==> src/txp_pkg.sv <==
// constants shared by the transmit buffer command parser
// assumes a 32-bit word stream from the host side data fifo
// How it works
// bit 13 first, bit 12 last segment
// buffer size in command A bits 10:0
// packet length excludes offset and filler
// summed sizes differing from length set error
// tag passes unchanged into the status
// checksum needs request, first flag, engine enable
// command B bit 13 drops the crc
// command B bit 12 stops short-frame padding
// padding disabled still appends the crc
// host writes zero to reserved bits
// data section starts at first word after command B, at second word in later segments
// offset low bits pick first byte lane
// offset upper bits skip up to seven words
// trailing unused bytes never forwarded
// host pads buffer to chosen alignment
// end alignment filler is discarded
// data start offset sits in bits 20:16
// middle buffers hold at least four bytes
// command B only follows a first segment
// command words never reach the frame data
package txp_pkg;
   // command A fields
   localparam int A_FIRST = 13;
   localparam int A_LAST = 12;
   localparam int SIZE_W = 11;
   localparam int A_OFF_LO = 16;
   localparam int A_OFF_HI = 20;
   localparam int A_AL_LO = 24;
   localparam int A_AL_HI = 25;
   // command B fields
   localparam int B_TAG_LO = 16;
   localparam int B_CK = 14;
   localparam int B_NOCRC = 13;
   localparam int B_NOPAD = 12;
   // end alignment codes and word masks
   localparam logic [1:0] AL_16 = 2'h1;
   localparam logic [1:0] AL_32 = 2'h2;
   localparam logic [10:0] MASK_16 = 11'h003;
   localparam logic [10:0] MASK_32 = 11'h007;
   // register offsets and bit positions
   localparam logic [3:0] ADR_CTRL = 4'h0;
   localparam logic [3:0] ADR_STAT = 4'h4;
   localparam logic [3:0] ADR_TAG = 4'h8;
   localparam int BIT_ENG = 0;
   localparam int BIT_ERR = 0;
   localparam int BIT_OPEN = 1;
   // parser states
   typedef enum logic [1:0] {
      S_CMDA = 2'b00,
      S_CMDB = 2'b01,
      S_DATA = 2'b10
   } txp_state_t;
endpackage

==> src/txp_parser.sv <==
// transmit buffer command parser: words in, payload bytes out
// assumes a word source with valid/ready, a byte sink with valid/ready
// and a classic wishbone master for the control registers
//
// Our own choices: the Wishbone register port and the register offsets.
`timescale 1ns/1ns
module txp_parser
   import txp_pkg::*;
(
   // clock and reset
   input wire logic clk,
   input wire logic nrst,
   // wishbone slave
   input wire logic wb_cyc_i,
   input wire logic wb_stb_i,
   input wire logic wb_we_i,
   input wire logic [3:0] wb_adr_i,
   input wire logic [3:0] wb_sel_i,
   input wire logic [31:0] wb_dat_i,
   output logic [31:0] wb_dat_o,
   output logic wb_ack_o,
   // buffer word stream from host
   input wire logic in_valid,
   input wire logic [31:0] in_data,
   output logic in_ready,
   // payload bytes toward mac side transmit fifo
   output logic out_valid,
   output logic [7:0] out_data,
   output logic out_last,
   input wire logic out_ready,
   // per-frame controls, valid from command B onward
   output logic csum_do,
   output logic crc_add,
   output logic pad_add,
   // per-packet status
   output logic stat_valid,
   output logic [15:0] stat_tag,
   output logic stat_err
);

   ////////////////////////////////////////////////////////////////////
   // state
   txp_state_t state_reg, state_next;
   logic [SIZE_W-1:0] size_reg; // size of current buffer
   logic [SIZE_W:0] sum_reg; // running packet byte sum
   logic [SIZE_W-1:0] len_reg; // packet length from command B
   logic [1:0] off_lo_reg; // first byte lane
   logic [2:0] skip_reg; // leading words to drop
   logic [10:0] dend_reg; // index after last data word
   logic [10:0] total_reg; // aligned word count of section
   logic [10:0] idx_reg; // data section word index
   logic last_reg; // buffer closes the packet
   logic first_reg; // buffer opens the packet
   logic open_reg; // a packet is in progress
   logic [31:0] word_reg; // word being serialised
   logic [1:0] lane_reg; // current byte lane
   logic [SIZE_W-1:0] left_reg; // payload bytes still due
   logic busy_reg; // serialiser holds bytes
   logic [15:0] tag_reg;
   logic csum_reg, crc_reg, pad_reg, stat_v_reg, stat_e_reg;
   logic eng_en_reg, err_flag_reg, ack_reg;
   logic [31:0] rdat_reg;

   ////////////////////////////////////////////////////////////////////
   // word count of the data section, rounded up to the end alignment
   function automatic logic [10:0] align_words(input logic [10:0] w, input logic [1:0] al);
      logic [10:0] m;
      m = (al == AL_16) ? MASK_16 : (al == AL_32) ? MASK_32 : 11'h000;
      align_words = (w + m) & ~m;
   endfunction

   // command A decode straight off the input word
   wire [SIZE_W-1:0] a_size = in_data[SIZE_W-1:0];
   wire [4:0] a_off = in_data[A_OFF_HI:A_OFF_LO];
   wire [1:0] a_al = in_data[A_AL_HI:A_AL_LO];
   wire a_first = in_data[A_FIRST];
   wire a_last = in_data[A_LAST];
   wire [11:0] a_span = {10'h000, a_off[1:0]} + {1'b0, a_size} + 12'h003;
   wire [10:0] a_dend = {8'h00, a_off[4:2]} + {1'b0, a_span[11:2]};
   wire [10:0] a_total = align_words(a_dend, a_al);

   // handshakes
   wire take = in_valid && in_ready;
   wire take_a = take && state_reg == S_CMDA;
   wire take_b = take && state_reg == S_CMDB;
   wire take_d = take && state_reg == S_DATA;
   wire in_range = idx_reg >= {8'h00, skip_reg} && idx_reg < dend_reg;
   wire buf_end = state_reg == S_DATA && !busy_reg && idx_reg == total_reg;
   wire pop = out_valid && out_ready;
   wire mismatch = sum_reg != {1'b0, len_reg};

   // the parser stalls its source while a word is being serialised
   assign in_ready = (state_reg != S_DATA) || (!busy_reg && idx_reg != total_reg);
   assign out_valid = busy_reg;
   assign out_data = word_reg[{lane_reg, 3'b000} +: 8];
   assign out_last = busy_reg && last_reg && left_reg == 11'h001;

   ////////////////////////////////////////////////////////////////////
   // next state
   always_comb
   begin
      state_next = state_reg;
      case (state_reg)
         S_CMDA: if (take_a) state_next = a_first ? S_CMDB : S_DATA;
         S_CMDB: if (take_b) state_next = S_DATA;
         S_DATA: if (buf_end) state_next = S_CMDA;
         default: state_next = S_CMDA;
      endcase
   end

   always_ff @(posedge clk)
   begin
      if (!nrst) state_reg <= S_CMDA;
      else state_reg <= state_next;
   end

   ////////////////////////////////////////////////////////////////////
   // buffer geometry, captured from command A
   always_ff @(posedge clk)
   begin
      if (!nrst)
      begin
         size_reg <= '0; off_lo_reg <= '0; skip_reg <= '0;
         dend_reg <= '0; total_reg <= '0; last_reg <= 1'b0; first_reg <= 1'b0;
      end
      else if (take_a)
      begin
         size_reg <= a_size;
         off_lo_reg <= a_off[1:0];
         skip_reg <= a_off[4:2];
         dend_reg <= a_dend;
         total_reg <= a_total;
         last_reg <= a_last;
         first_reg <= a_first;
      end
   end

   // running byte sum; a first segment restarts it
   always_ff @(posedge clk)
   begin
      if (!nrst) sum_reg <= '0;
      else if (take_a) sum_reg <= (a_first ? '0 : sum_reg) + {1'b0, a_size};
   end

   // packet open flag, shown in status
   always_ff @(posedge clk)
   begin
      if (!nrst) open_reg <= 1'b0;
      else if (take_a && a_first) open_reg <= 1'b1;
      else if (buf_end && last_reg) open_reg <= 1'b0;
   end

   ////////////////////////////////////////////////////////////////////
   // command B: tag, length and frame controls
   always_ff @(posedge clk)
   begin
      if (!nrst)
      begin
         tag_reg <= '0; len_reg <= '0;
         csum_reg <= 1'b0; crc_reg <= 1'b1; pad_reg <= 1'b1;
      end
      else if (take_b)
      begin
         tag_reg <= in_data[31:B_TAG_LO];
         len_reg <= in_data[SIZE_W-1:0];
         csum_reg <= in_data[B_CK] && first_reg && eng_en_reg;
         crc_reg <= !in_data[B_NOCRC] || in_data[B_NOPAD];
         pad_reg <= !in_data[B_NOPAD];
      end
   end
   assign csum_do = csum_reg;
   assign crc_add = crc_reg;
   assign pad_add = pad_reg;

   ////////////////////////////////////////////////////////////////////
   // data section word index; skip and filler words are swallowed
   always_ff @(posedge clk)
   begin
      if (!nrst) idx_reg <= '0;
      else if (take_a) idx_reg <= '0;
      else if (take_d) idx_reg <= idx_reg + 11'h001;
   end

   // serialiser: only in-range words load, so commands never leak
   always_ff @(posedge clk)
   begin
      if (!nrst)
      begin
         word_reg <= '0; lane_reg <= '0; busy_reg <= 1'b0; left_reg <= '0;
      end
      else if (take_a) left_reg <= a_size;
      else if (take_d && in_range)
      begin
         word_reg <= in_data;
         lane_reg <= (idx_reg == {8'h00, skip_reg}) ? off_lo_reg : 2'h0;
         busy_reg <= left_reg != '0;
      end
      else if (pop)
      begin
         left_reg <= left_reg - 11'h001;
         lane_reg <= lane_reg + 2'h1;
         if (lane_reg == 2'h3 || left_reg == 11'h001) busy_reg <= 1'b0;
      end
   end

   ////////////////////////////////////////////////////////////////////
   // status pulse at the end of the last segment
   always_ff @(posedge clk)
   begin
      if (!nrst)
      begin
         stat_v_reg <= 1'b0; stat_e_reg <= 1'b0;
      end
      else
      begin
         stat_v_reg <= buf_end && last_reg;
         if (buf_end && last_reg) stat_e_reg <= mismatch;
      end
   end
   assign stat_valid = stat_v_reg;
   assign stat_tag = tag_reg;
   assign stat_err = stat_e_reg;

   ////////////////////////////////////////////////////////////////////
   // wishbone slave: one wait state, unmapped reads zero
   wire wb_req = wb_cyc_i && wb_stb_i && !ack_reg;
   wire wr = wb_req && wb_we_i && wb_sel_i[0];
   wire sel_ctrl = wb_adr_i == ADR_CTRL;
   wire sel_stat = wb_adr_i == ADR_STAT;
   wire sel_tag = wb_adr_i == ADR_TAG;
   wire err_set = buf_end && last_reg && mismatch;
   wire err_clr = wr && sel_stat && wb_dat_i[BIT_ERR];
   wire [31:0] rd_mux =
      sel_ctrl ? {31'h0, eng_en_reg} :
      sel_stat ? {30'h0, open_reg, err_flag_reg} :
      sel_tag ? {16'h0000, tag_reg} : 32'h00000000;

   always_ff @(posedge clk)
   begin
      if (!nrst)
      begin
         ack_reg <= 1'b0; rdat_reg <= '0; eng_en_reg <= 1'b0;
      end
      else
      begin
         ack_reg <= wb_req;
         rdat_reg <= wb_req ? rd_mux : 32'h00000000;
         if (wr && sel_ctrl) eng_en_reg <= wb_dat_i[BIT_ENG];
      end
   end

   // sticky error: a set in the clearing cycle wins
   always_ff @(posedge clk)
   begin
      if (!nrst) err_flag_reg <= 1'b0;
      else if (err_set) err_flag_reg <= 1'b1;
      else if (err_clr) err_flag_reg <= 1'b0;
   end
   assign wb_ack_o = ack_reg;
   assign wb_dat_o = rdat_reg;
endmodule

==> config.mk <==
export PLATFORM = sky130hd
export DESIGN_NAME = txp_parser
export DESIGN_NICKNAME = d
export VERILOG_FILES = /design/src/txp_pkg.sv /design/src/txp_parser.sv
export SDC_FILE = /design/constraint.sdc
export NUM_CORES = 1
export LEC_CHECK = 0
export BUFFER_PORTS_ARGS = -buffer_cell sky130_fd_sc_hd__buf_2
export CORE_MARGIN = 10
export CORE_UTILIZATION = 35
export CTS_CLUSTER_SIZE = 30
export DETAILED_ROUTE_END_ITERATION = 8
export MAX_ROUTING_LAYER = met4
export PLACE_DENSITY = 0.64
export SYNTH_ARGS = -nofsm -noshare
export SYNTH_HDL_FRONTEND = slang
export SYNTH_SLANG_ARGS = --single-unit
==> constraint.sdc <==
create_clock -name clk -period 6.8 [get_ports clk]
set_input_delay 1.02 -clock clk [delete_from_list [all_inputs] [get_ports clk]]
set_output_delay 1.02 -clock clk [all_outputs]
set_load 0.02 [all_outputs]
==> flow_metrics.env, run 1 <==
export IMPL_status="completed"
export IMPL_worstMarginPinSlew_ns=0.863
export IMPL_finalMaxSlewViolations=0
export IMPL_synth_edf_count=0
export IMPL_synth_top_cells_by_area="dfxtp_1 (39%), nand2_1 (6.2%), ha_1 (5.9%)"
export IMPL_reg2reg_to="word_reg[25]$_SDFFE_PN0P_"
export IMPL_fin_crit_ns=4.23
export IMPL_grt_first_pass_wirelength_um=32000
export IMPL_grt_max_degree=80
export IMPL_ys_flop_type="dfxtp_1"
export IMPL_io_pins=144
export IMPL_post_dp_hpwl_um=14200
export IMPL_via_per_inst=5.03
export IMPL_clockBufferDepth=2
export IMPL_min_period_over_period=0.622
export IMPL_cts_resized=0
export IMPL_drcViolationCount=0
export IMPL_first_pass_iters=4
export IMPL_finalPower_mw=2.34
export IMPL_gr_total_overflow=0
export IMPL_port_buffers=93
export IMPL_fmax_mhz=236
export IMPL_path_max_fanout=5
export IMPL_vias=6390
export IMPL_path_cells="buf_2, inv_1, ha_1, o21ba_2, fa_1, ha_1, fa_1, fa_1, a21oi_1, nor2_1, a311oi_2, mux2i_1, o311ai_0"
export IMPL_die_y_um=169
export IMPL_largest_reg_flops=32
export IMPL_rr_startpoint="idx_reg[8]$_SDFFE_PP0P_"
export IMPL_power_density_nw_per_um2=258
export IMPL_htree_levels=4
export IMPL_layout_drive_gt1_share=0.163
export IMPL_ff2ff_setup_slack_ns=4.11
export IMPL_holdPathStages=2
export IMPL_hp_class="register to register"
export IMPL_leakage_nw=3.78
export IMPL_finalWirelength_um=20200
export IMPL_cp_common_cell="fa_1"
export IMPL_clock_skew_ns=0.0118
export IMPL_syn_inst=903
export IMPL_fillers=2207
export IMPL_cts_sinks=152
export IMPL_avgSynthCellArea_um2=8.66
export IMPL_peakVddDrop_uv=178
export IMPL_drt_iter0_markers=445
export IMPL_async_flop_share=0
export IMPL_antenna_left=0
export IMPL_antenna_found_initial=1
export IMPL_synth_seq_cells=152
export IMPL_num_rows=54
export IMPL_cp_buffers_inverters=2
export IMPL_required_ns=7.09
export IMPL_cpPeakStageDelay_ns=0.51
export IMPL_grt_pass1_vias=6106
export IMPL_wl_per_cell_um=15.9
export IMPL_nets=1096
export IMPL_synth_top_area_frac=0.389
export IMPL_clk_pin_slew_worst_paths_ns=0.06
export IMPL_wl_met1_um=9400
export IMPL_hold_end="dend_reg[10]$_SDFFE_PN0P_"
export IMPL_critPathArrivalTime_ns=4.52
export IMPL_cts_root_buf="clkbuf_16"
export IMPL_routabilityCongestion=0.849
export IMPL_crit_family="adder cells"
export IMPL_syn_area_um2=7820
export IMPL_final_setup_tns_ns=0
export IMPL_min_from="dend_reg[10]$_SDFFE_PN0P_"
export IMPL_wl_met3_um=1230
export IMPL_yosysTopAreaCell="dfxtp_1"
export IMPL_rsz0062_at_grt="no"
export IMPL_clock_latency_ns=0.43
export IMPL_criticalPathCategory="input pin to register"
export IMPL_slew_headroom=0.425
export IMPL_dr_wl_met2_um=9290
export IMPL_highest_layer="met4"
export IMPL_end_kind="register"
export IMPL_grt_usage=0.141
export IMPL_slowest_stage="fa_1"
export IMPL_synth_yosys_warnings=0
export IMPL_post_cts_buffers=0
export IMPL_setup_viol=0
export IMPL_cts_tree="yes"
export IMPL_cts_hold_buffers=0
export IMPL_maxCapViolations=0
export IMPL_area_delta_synth_final_pct=15.8
export IMPL_die_x_um=169
export IMPL_startpoint_type="input pin"
export IMPL_synth_cell_types=69
export IMPL_yosysSeqAreaShare=0.389
export IMPL_hold_viol_final=0
export IMPL_core_area_um2=21900
export IMPL_dieArea_um2=28700
export IMPL_start_util=0.357
export IMPL_cts_buffers=17
export IMPL_reg2reg_depth=9
worst min-delay path: stages (launching register included):
cell and delay, ns:
dfxtp_1 0.30, inv_1 0.07, nor2_1 0.04
through the flow:
stage / setup WS [ns] / hold WS (ns) / instances / cell area (um^2) / util
finish: 2.57 / 0.452 / 1270 / 9050 / 0.413
global route: 2.26 / 0.478 / 1270 / 9050 / 0.413
CTS: 2.57 / 0.454 / 1269 / 9050 / 0.413
detailed placement: 2.11 / 0.444 / 1237 / 8420 / 0.385
global placement: 2.14 / 0.434 / 1237 / 8420 / 0.385
floorplan: 2.54 / 0.422 / 918 / 7870 / -
worst max-delay path by stage:
stage	start	endpoint	cells past startpoint
global placement	in_data[1]	total_reg[8]$_SDFFE_PN0P_	13
CTS	in_data[1]	total_reg[8]$_SDFFE_PN0P_	13
floorplan	in_data[1]	total_reg[8]$_SDFFE_PN0P_	12
global route	in_data[1]	total_reg[8]$_SDFFE_PN0P_	14
detailed placement	in_data[1]	total_reg[8]$_SDFFE_PN0P_	13
finish	in_data[1]	total_reg[8]$_SDFFE_PN0P_	13
where the power goes:
group / switching (mW) / leakage, nW / internal, mW
clock network: 0.421 / 0.304 / 0.569
registers: 0.0357 / 1.24 / 0.936
logic: 0.227 / 2.24 / 0.147
placed cells by master (no fill, tap or decap), types with 4 or more instances in the layout:
cell,count
nor3_1,13
nor4_1,11
buf_4,7
inv_1,30
and2_1,19
mux4_2,8
buf_2,93
nand3_1,24
a21o_1,11
clkbuf_16,17
xnor2_1,17
mux2i_1,35
nor2b_1,19
dfxtp_1,152
a21oi_1,73
conb_1,16
and3_1,8
o21ai_0,17
a211oi_1,16
nand2_1,129
inv_8,4
nand4_1,7
fa_1,4
nand2b_1,9
or3_1,5
nor3b_1,4
o211ai_1,5
a311oi_1,5
a31oi_1,4
ha_1,37
nor2_1,86
xor2_1,41
area by class of cell:
cell class	count	area, um^2	area share
multi-input combinational	674	4390	0.485
sequential	152	3040	0.336
timing repair buffer	100	518	0.0572
clock buffer	18	439	0.0485
tap	280	350	0.0387
clock inverter	14	185	0.0205
inverter	31	118	0.0130
antenna	1	2.50	0.000277
layer usage:
layer,global-route usage,up-vias
li1,-,3220
met1,0.182,3008
met2,0.215,141
met3,0.0359,21
met4,0.0405,0
met5,-,-
cell families (layout without fill, tap and decap cells):
| kind of cell | after synthesis | after routing | synth area share |
|---|---|---|---|
| multiplexers | 44 | 44 | 0.0693 |
| adder cells (fa/ha/maj) | 41 | 41 | 0.0695 |
| flip-flops | 152 | 152 | 0.389 |
| XOR/XNOR | 58 | 58 | 0.0650 |
| other | 1 | 17 | 0.000480 |
| AO/OA/AOI/OAI | 162 | 162 | 0.136 |
| AND/OR/NAND/NOR | 353 | 353 | 0.214 |
| buffers and inverters | 92 | 163 | 0.0565 |
synth_stat cells (all sizes together), types with 3 or more instances:
cell,instances
xnor2,17
and2,19
o22ai,3
nand2b,10
nand2,130
and3,10
a31oi,4
nor2,87
a21boi,3
o21ai,19
nor3b,4
nor3,13
a311oi,7
inv,30
or4,3
nor4,11
nor2b,19
xor2,41
mux4,8
fa,4
a21oi,75
o211ai,6
a211oi,16
dfxtp,152
nand3,25
mux2i,35
nand4,7
or3,6
buf,24
a21o,11
clkbuf,37
ha,37
(Power assumes the default switching activity.)
==> run 2, diff against run 1 <==
--- a/config.mk
+++ b/config.mk
@@ -5,6 +5,7 @@
 export SDC_FILE = /design/constraint.sdc
 export NUM_CORES = 1
 export LEC_CHECK = 0
+export ABC_AREA = 1
 export BUFFER_PORTS_ARGS = -buffer_cell sky130_fd_sc_hd__buf_2
 export CORE_MARGIN = 10
 export CORE_UTILIZATION = 35
==> constraint.sdc (replaced) <==
create_clock -name clk -period 4.2 [get_ports clk]
set_input_delay 0.63 -clock clk [delete_from_list [all_inputs] [get_ports clk]]
set_output_delay 0.63 -clock clk [all_outputs]
set_load 0.02 [all_outputs]
==> flow_metrics.env, run 2 <==
export IMPL_cts_root_buf="clkbuf_16"
export IMPL_io_pins=144
export IMPL_post_dp_hpwl_um=16600
export IMPL_leakage_nw=4.21
export IMPL_core_area_um2=22600
export IMPL_dieArea_um2=29400
export IMPL_final_common_cell="nand2_1"
export IMPL_path_cells="buf_2, inv_1, ha_1, nor2_1, fa_1, ha_1, fa_1, xnor2_1, inv_1, ha_1, a21oi_1, and2_1, nor2_4, nand3_2, nor2_2, nand2_1, nand3_1, nand2_1"
export IMPL_required_ns=4.53
export IMPL_hold_viol_final=0
export IMPL_layout_drive_gt1_share=0.149
export IMPL_criticalPathCategory="input pin to register"
export IMPL_clock_latency_ns=0.43
export IMPL_slowest_stage="fa_1"
export IMPL_largest_reg_flops=32
export IMPL_rsz0062_at_grt="no"
export IMPL_startpoint_type="input pin"
export IMPL_die_x_um=171
export IMPL_yosysTopAreaCell="dfxtp_1"
export IMPL_pwr_share_clk=0.392
export IMPL_synth_common_cells="nand2_1 (174), dfxtp_1 (152), nor2_1 (138)"
export IMPL_maxCapViolations=0
export IMPL_grt_first_pass_wirelength_um=35700
export IMPL_nets=1314
export IMPL_start_util=0.356
export IMPL_synth_most_common_cell="nand2_1"
export IMPL_cts_sinks=152
export IMPL_clock_skew_ns=0.0111
export IMPL_ys_flop_type="dfxtp_1"
export IMPL_fmax_mhz=275
export IMPL_place_ws_ns=0.191
export IMPL_gr_total_overflow=0
export IMPL_finalMaxSlewViolations=0
export IMPL_synth_cell_types=53
export IMPL_grt_max_degree=75
export IMPL_power_density_nw_per_um2=413
export IMPL_hp_class="register to register"
export IMPL_antenna_found_initial=1
export IMPL_synth_yosys_warnings=0
export IMPL_finalWirelength_um=22400
export IMPL_setup_viol=0
export IMPL_slew_headroom=0.395
export IMPL_antenna_left=0
export IMPL_htree_levels=4
export IMPL_clockBufferDepth=2
export IMPL_area_delta_synth_final_pct=15.4
export IMPL_synth_top_area_frac=0.379
export IMPL_synth_edf_count=0
export IMPL_power_frac_seq=0.413
export IMPL_combPwrFrac=0.195
export IMPL_wl_per_cell_um=15.0
export IMPL_end_kind="register"
export IMPL_worstMarginPinSlew_ns=0.907
export IMPL_avgSynthCellArea_um2=7.22
export IMPL_post_cts_buffers=0
export IMPL_synth_top_cells_by_area="dfxtp_1 (38%), nand2_1 (8.1%), o21ai_0 (6.6%)"
export IMPL_async_flop_share=0
export IMPL_critPathArrivalTime_ns=3.96
export IMPL_path_max_fanout=5
export IMPL_synth_seq_cells=152
export IMPL_final_setup_tns_ns=0
export IMPL_vias=7417
export IMPL_port_buffers=93
export IMPL_grt_usage=0.156
export IMPL_cpPeakStageDelay_ns=0.45
export IMPL_yosysSeqAreaShare=0.379
export IMPL_cts_hold_buffers=0
export IMPL_power_switching_mw=1.16
export IMPL_min_period_over_period=0.865
export IMPL_cp_common_cell="ha_1"
export IMPL_peakVddDrop_uv=219
export IMPL_p_int_mw=2.66
export IMPL_routabilityCongestion=0.878
export IMPL_cts_tree="yes"
export IMPL_die_y_um=171
export IMPL_syn_area_um2=8030
export IMPL_cts_resized=0
export IMPL_swShare=0.304
export IMPL_cts_buffers=17
export IMPL_drcViolationCount=0
export IMPL_fin_crit_ns=3.63
export IMPL_drt_iter0_markers=667
export IMPL_grt_pass1_vias=6881
export IMPL_clk_pin_slew_worst_paths_ns=0.06
export IMPL_syn_inst=1112
export IMPL_layout_common_cells="nand2_1 (174), dfxtp_1 (152), nor2_1 (138)"
export IMPL_via_per_inst=4.97
export IMPL_crit_family="adder cells"
export IMPL_cp_buffers_inverters=3
export IMPL_num_rows=55
export IMPL_status="completed"
export IMPL_first_pass_iters=5
export IMPL_worst_slack_ns=0.568
export IMPL_fillers=2330
## run 2: cell types whose count changed in the layout (fill, tap and decap cells not counted), moves of 18 or more
cell / before / now
a21oi_1: 73 / 91
inv_1: 30 / 134
mux2i_1: 35 / 0
nand2_1: 129 / 174
nand3_1: 24 / 50
nor2_1: 86 / 138
nor2b_1: 19 / 0
o21ai_0: 17 / 106
o22ai_1: 3 / 27
xor2_1: 41 / 20
## run 2: cell families (layout without fill, tap and decap cells)
| logic type | after synthesis | count (layout) | share of synthesized area |
|---|---|---|---|
| xor+xnor | 28 | 28 | 0.0315 |
| fa+ha+maj | 41 | 41 | 0.0677 |
| simple gates | 431 | 431 | 0.239 |
| flops | 152 | 152 | 0.379 |
| compound gates | 259 | 259 | 0.177 |
| buf+inv | 200 | 279 | 0.105 |
| other cells | 1 | 18 | 0.000467 |
## run 2: power by group through the flow
stage               clock, mW  combinational (mW)  sequential (mW)
detailed placement          0               0.739             1.61
floorplan                   0               0.549             1.60
CTS                      1.51               0.744             1.58
global route             1.58               0.845             1.59
global placement            0               0.728             1.61
finish                   1.50               0.744             1.58
## run 2: cell type report
type,instances,area (um^2),share of cell area
diodes,2,5.00,0.000541
clock buffers,19,443,0.0478
clock inverters,12,126,0.0136
inverters,144,542,0.0585
multi-input cells,775,4200,0.453
flip-flops and latches,152,3040,0.329
well taps,285,357,0.0385
repair buffers,104,548,0.0592
## run 2: path summary, 6_finish.rpt
kind                                                start                        end  slack (ns)  cells past startpoint
worst max-delay path                           in_data[1]  total_reg[7]$_SDFFE_PN0P_        0.57                     18
worst min-delay path            dend_reg[10]$_SDFFE_PN0P_  dend_reg[10]$_SDFFE_PN0P_        0.44                      2
worst max register to register    idx_reg[2]$_SDFFE_PP0P_   lane_reg[0]$_SDFFE_PN0P_        1.53                     12
worst min register to register  dend_reg[10]$_SDFFE_PN0P_  dend_reg[10]$_SDFFE_PN0P_        0.44                      2
## run 2: stage by stage
stage          std cells  instance area [um^2]  power, mW   util  hold WS, ns
2_1_floorplan       1127                  8080       2.15      -        0.419
3_3_place_gp        1460                  8680       2.34  0.385        0.429
3_5_place_dp        1460                  8680       2.35  0.385        0.433
4_1_cts             1491                  9250       3.84  0.410        0.445
5_1_grt             1492                  9260       4.01  0.410        0.459
6_report            1493                  9260       3.82  0.410        0.442
## run 2: tightest hold or removal path, cell delays in order, from the launching register on
cell and delay [ns]:
dfxtp_1 0.30, inv_1 0.06, nor2_1 0.04
## run 2: layer usage
metal  routed length [um]  vias up  global-route usage
met5                    0        -                   -
met2                 9830      204               0.237
met1                10700     3399               0.202
met4                  356        0              0.0473
li1                     -     3793                   -
met3                 1500       21              0.0342
==> run 3, diff against run 2 <==
--- a/config.mk
+++ b/config.mk
@@ -8,11 +8,12 @@
 export ABC_AREA = 1
 export BUFFER_PORTS_ARGS = -buffer_cell sky130_fd_sc_hd__buf_2
 export CORE_MARGIN = 10
-export CORE_UTILIZATION = 35
+export CORE_UTILIZATION = 40
+export CTS_BUF_LIST = sky130_fd_sc_hd__clkbuf_16
 export CTS_CLUSTER_SIZE = 30
 export DETAILED_ROUTE_END_ITERATION = 8
 export MAX_ROUTING_LAYER = met4
-export PLACE_DENSITY = 0.64
+export PLACE_DENSITY = 0.7
 export SYNTH_ARGS = -nofsm -noshare
 export SYNTH_HDL_FRONTEND = slang
 export SYNTH_SLANG_ARGS = --single-unit
==> flow_metrics.env, run 3 (synthesized netlist as in run 2, its figures left out) <==
export IMPL_fmax_mhz=273
export IMPL_criticalPathCategory="input pin to register"
export IMPL_reg2reg_to="word_reg[10]$_SDFFE_PN0P_"
export IMPL_io_pins=144
export IMPL_dieArea_um2=26100
export IMPL_cts_tree="yes"
export IMPL_die_x_um=162
export IMPL_first_pass_iters=5
export IMPL_slew_headroom=0.443
export IMPL_hold_end="wb_dat_o[11]$_SDFF_PP0_"
export IMPL_p_int_mw=2.75
export IMPL_holdPathStages=2
export IMPL_routabilityCongestion=0.926
export IMPL_gr_total_overflow=0
export IMPL_reg2reg_depth=11
export IMPL_htree_levels=4
export IMPL_cts_buffers=17
export IMPL_clock_skew_ns=0.00787
export IMPL_port_buffers=93
export IMPL_drt_iter0_markers=629
export IMPL_die_y_um=162
export IMPL_final_setup_tns_ns=0
export IMPL_swShare=0.289
export IMPL_status="completed"
export IMPL_worst_slack_ns=0.542
export IMPL_rr_startpoint="idx_reg[2]$_SDFFE_PP0P_"
export IMPL_peakVddDrop_uv=229
export IMPL_cp_common_cell="ha_1"
export IMPL_min_period_over_period=0.871
export IMPL_hp_class="register to register"
export IMPL_antenna_left=0
export IMPL_core_area_um2=19600
export IMPL_nets=1313
export IMPL_end_kind="register"
export IMPL_start_util=0.410
export IMPL_cts_hold_buffers=0
export IMPL_grt_max_degree=75
export IMPL_pwr_share_clk=0.401
export IMPL_via_per_inst=5.07
export IMPL_utilization=0.472
export IMPL_setup_viol=0
export IMPL_finalMaxSlewViolations=0
export IMPL_regArea_um2=3040
export IMPL_cts_resized=0
export IMPL_final_common_cell="nand2_1"
export IMPL_power_switching_mw=1.12
export IMPL_layout_drive_gt1_share=0.144
export IMPL_min_from="stat_tag[11]$_SDFFE_PN0P_"
export IMPL_power_frac_seq=0.409
export IMPL_slowest_stage="fa_1"
export IMPL_vias=7459
export IMPL_num_rows=51
export IMPL_startpoint_type="input pin"
export IMPL_drcViolationCount=0
export IMPL_whs_ns=0.447
export IMPL_layout_common_cells="nand2_1 (174), dfxtp_1 (152), nor2_1 (138)"
export IMPL_path_cells="buf_2, inv_1, ha_1, nor2_1, fa_1, ha_1, fa_1, xnor2_1, inv_1, ha_1, nand3_1, and2_1, nor2_4, nand3_2, nor2_2, nand2_1, nand3_1, nand2_1"
export IMPL_worstMarginPinSlew_ns=0.834
export IMPL_wl_per_cell_um=14.8
export IMPL_clock_latency_ns=0.42
export IMPL_cts_root_buf="clkbuf_16"
export IMPL_power_density_nw_per_um2=418
export IMPL_post_cts_buffers=0
export IMPL_grt_first_pass_wirelength_um=35200
export IMPL_leakage_nw=4.22
export IMPL_fin_crit_ns=3.66
export IMPL_grt_usage=0.168
export IMPL_path_max_fanout=5
export IMPL_finalWirelength_um=21800
export IMPL_cts_sinks=152
export IMPL_clk_pin_slew_worst_paths_ns=0.06
export IMPL_cpPeakStageDelay_ns=0.48
export IMPL_multiInputGateArea_um2=4200
export IMPL_combPwrFrac=0.191
export IMPL_fillers=1978
export IMPL_largest_reg_flops=32
export IMPL_area_delta_synth_final_pct=15.2
export IMPL_maxCapViolations=0
export IMPL_antenna_found_initial=1
export IMPL_hold_viol_final=0
export IMPL_rsz0062_at_grt="no"
export IMPL_required_ns=4.52
export IMPL_post_dp_hpwl_um=16300
export IMPL_place_ws_ns=0.115
export IMPL_critPathArrivalTime_ns=3.98
export IMPL_grt_pass1_vias=6900
export IMPL_clockBufferDepth=2
export IMPL_ff2ff_setup_slack_ns=1.39
run 3: cell count changes in the layout (fill, tap and decap cells not counted):
cell / previous run / this run
clkinv_2: 6 / 2
clkinv_1: 0 / 3
inv_1: 134 / 137
bufinv_16: 2 / 4
clkinv_4: 2 / 0
buf_4: 11 / 10
clkbuf_1: 1 / 0
clkbuf_8: 1 / 0
clkinvlp_4: 2 / 1
diode_2: 2 / 1
run 3: worst max-delay path by stage:
stage	slack (ns)	start	endpoint
floorplan	0.54	in_data[1]	total_reg[7]$_SDFFE_PN0P_
finish	0.54	in_data[1]	total_reg[7]$_SDFFE_PN0P_
CTS	0.56	in_data[1]	total_reg[7]$_SDFFE_PN0P_
global route	0.29	in_data[1]	total_reg[9]$_SDFFE_PN0P_
global placement	0.18	in_data[1]	total_reg[7]$_SDFFE_PN0P_
detailed placement	0.11	in_data[1]	total_reg[7]$_SDFFE_PN0P_
run 3: through the flow:
step | std cells | instance area (um^2) | power, mW
after floorplan | 1127 | 8080 | 2.15
after global placement | 1439 | 8650 | 2.33
after detailed placement | 1439 | 8650 | 2.34
after CTS | 1469 | 9240 | 3.89
after global routing | 1470 | 9240 | 4.05
final | 1470 | 9240 | 3.87
run 3: critical path, delay by kind of cell:
kind,cells,cell delay (ns)
simple gates,9,1.09
buf+inv,3,0.30
fa+ha+maj,5,1.74
xor+xnor,1,0.22
run 3: power by group through the flow:
| stage | Clock, mW | Combinational [mW] | Sequential, mW |
|---|---|---|---|
| global route | 1.62 | 0.833 | 1.59 |
| global placement | 0 | 0.719 | 1.61 |
| finish | 1.55 | 0.737 | 1.58 |
| floorplan | 0 | 0.549 | 1.60 |
| CTS | 1.57 | 0.737 | 1.58 |
| detailed placement | 0 | 0.733 | 1.61 |
run 3: metal layers:
layer | part of all wire | GRT usage | vias up
met1 | 0.46 | 0.216 | 3410
met5 | 0 | - | -
met3 | 0.081 | 0.0397 | 21
met4 | 0.014 | 0.0525 | 0
met2 | 0.44 | 0.258 | 245
li1 | - | - | 3783
run 3: final cells by class:
cell class                      instances  share of cell area
Sequential cell                       152               0.329
Clock buffer                           17              0.0460
Multi-Input combinational cell        775               0.454
Antenna cell                            1            0.000271
Inverter                              144              0.0586
Tap cell                              265              0.0359
Clock inverter                         13              0.0177
Timing Repair Buffer                  103              0.0585
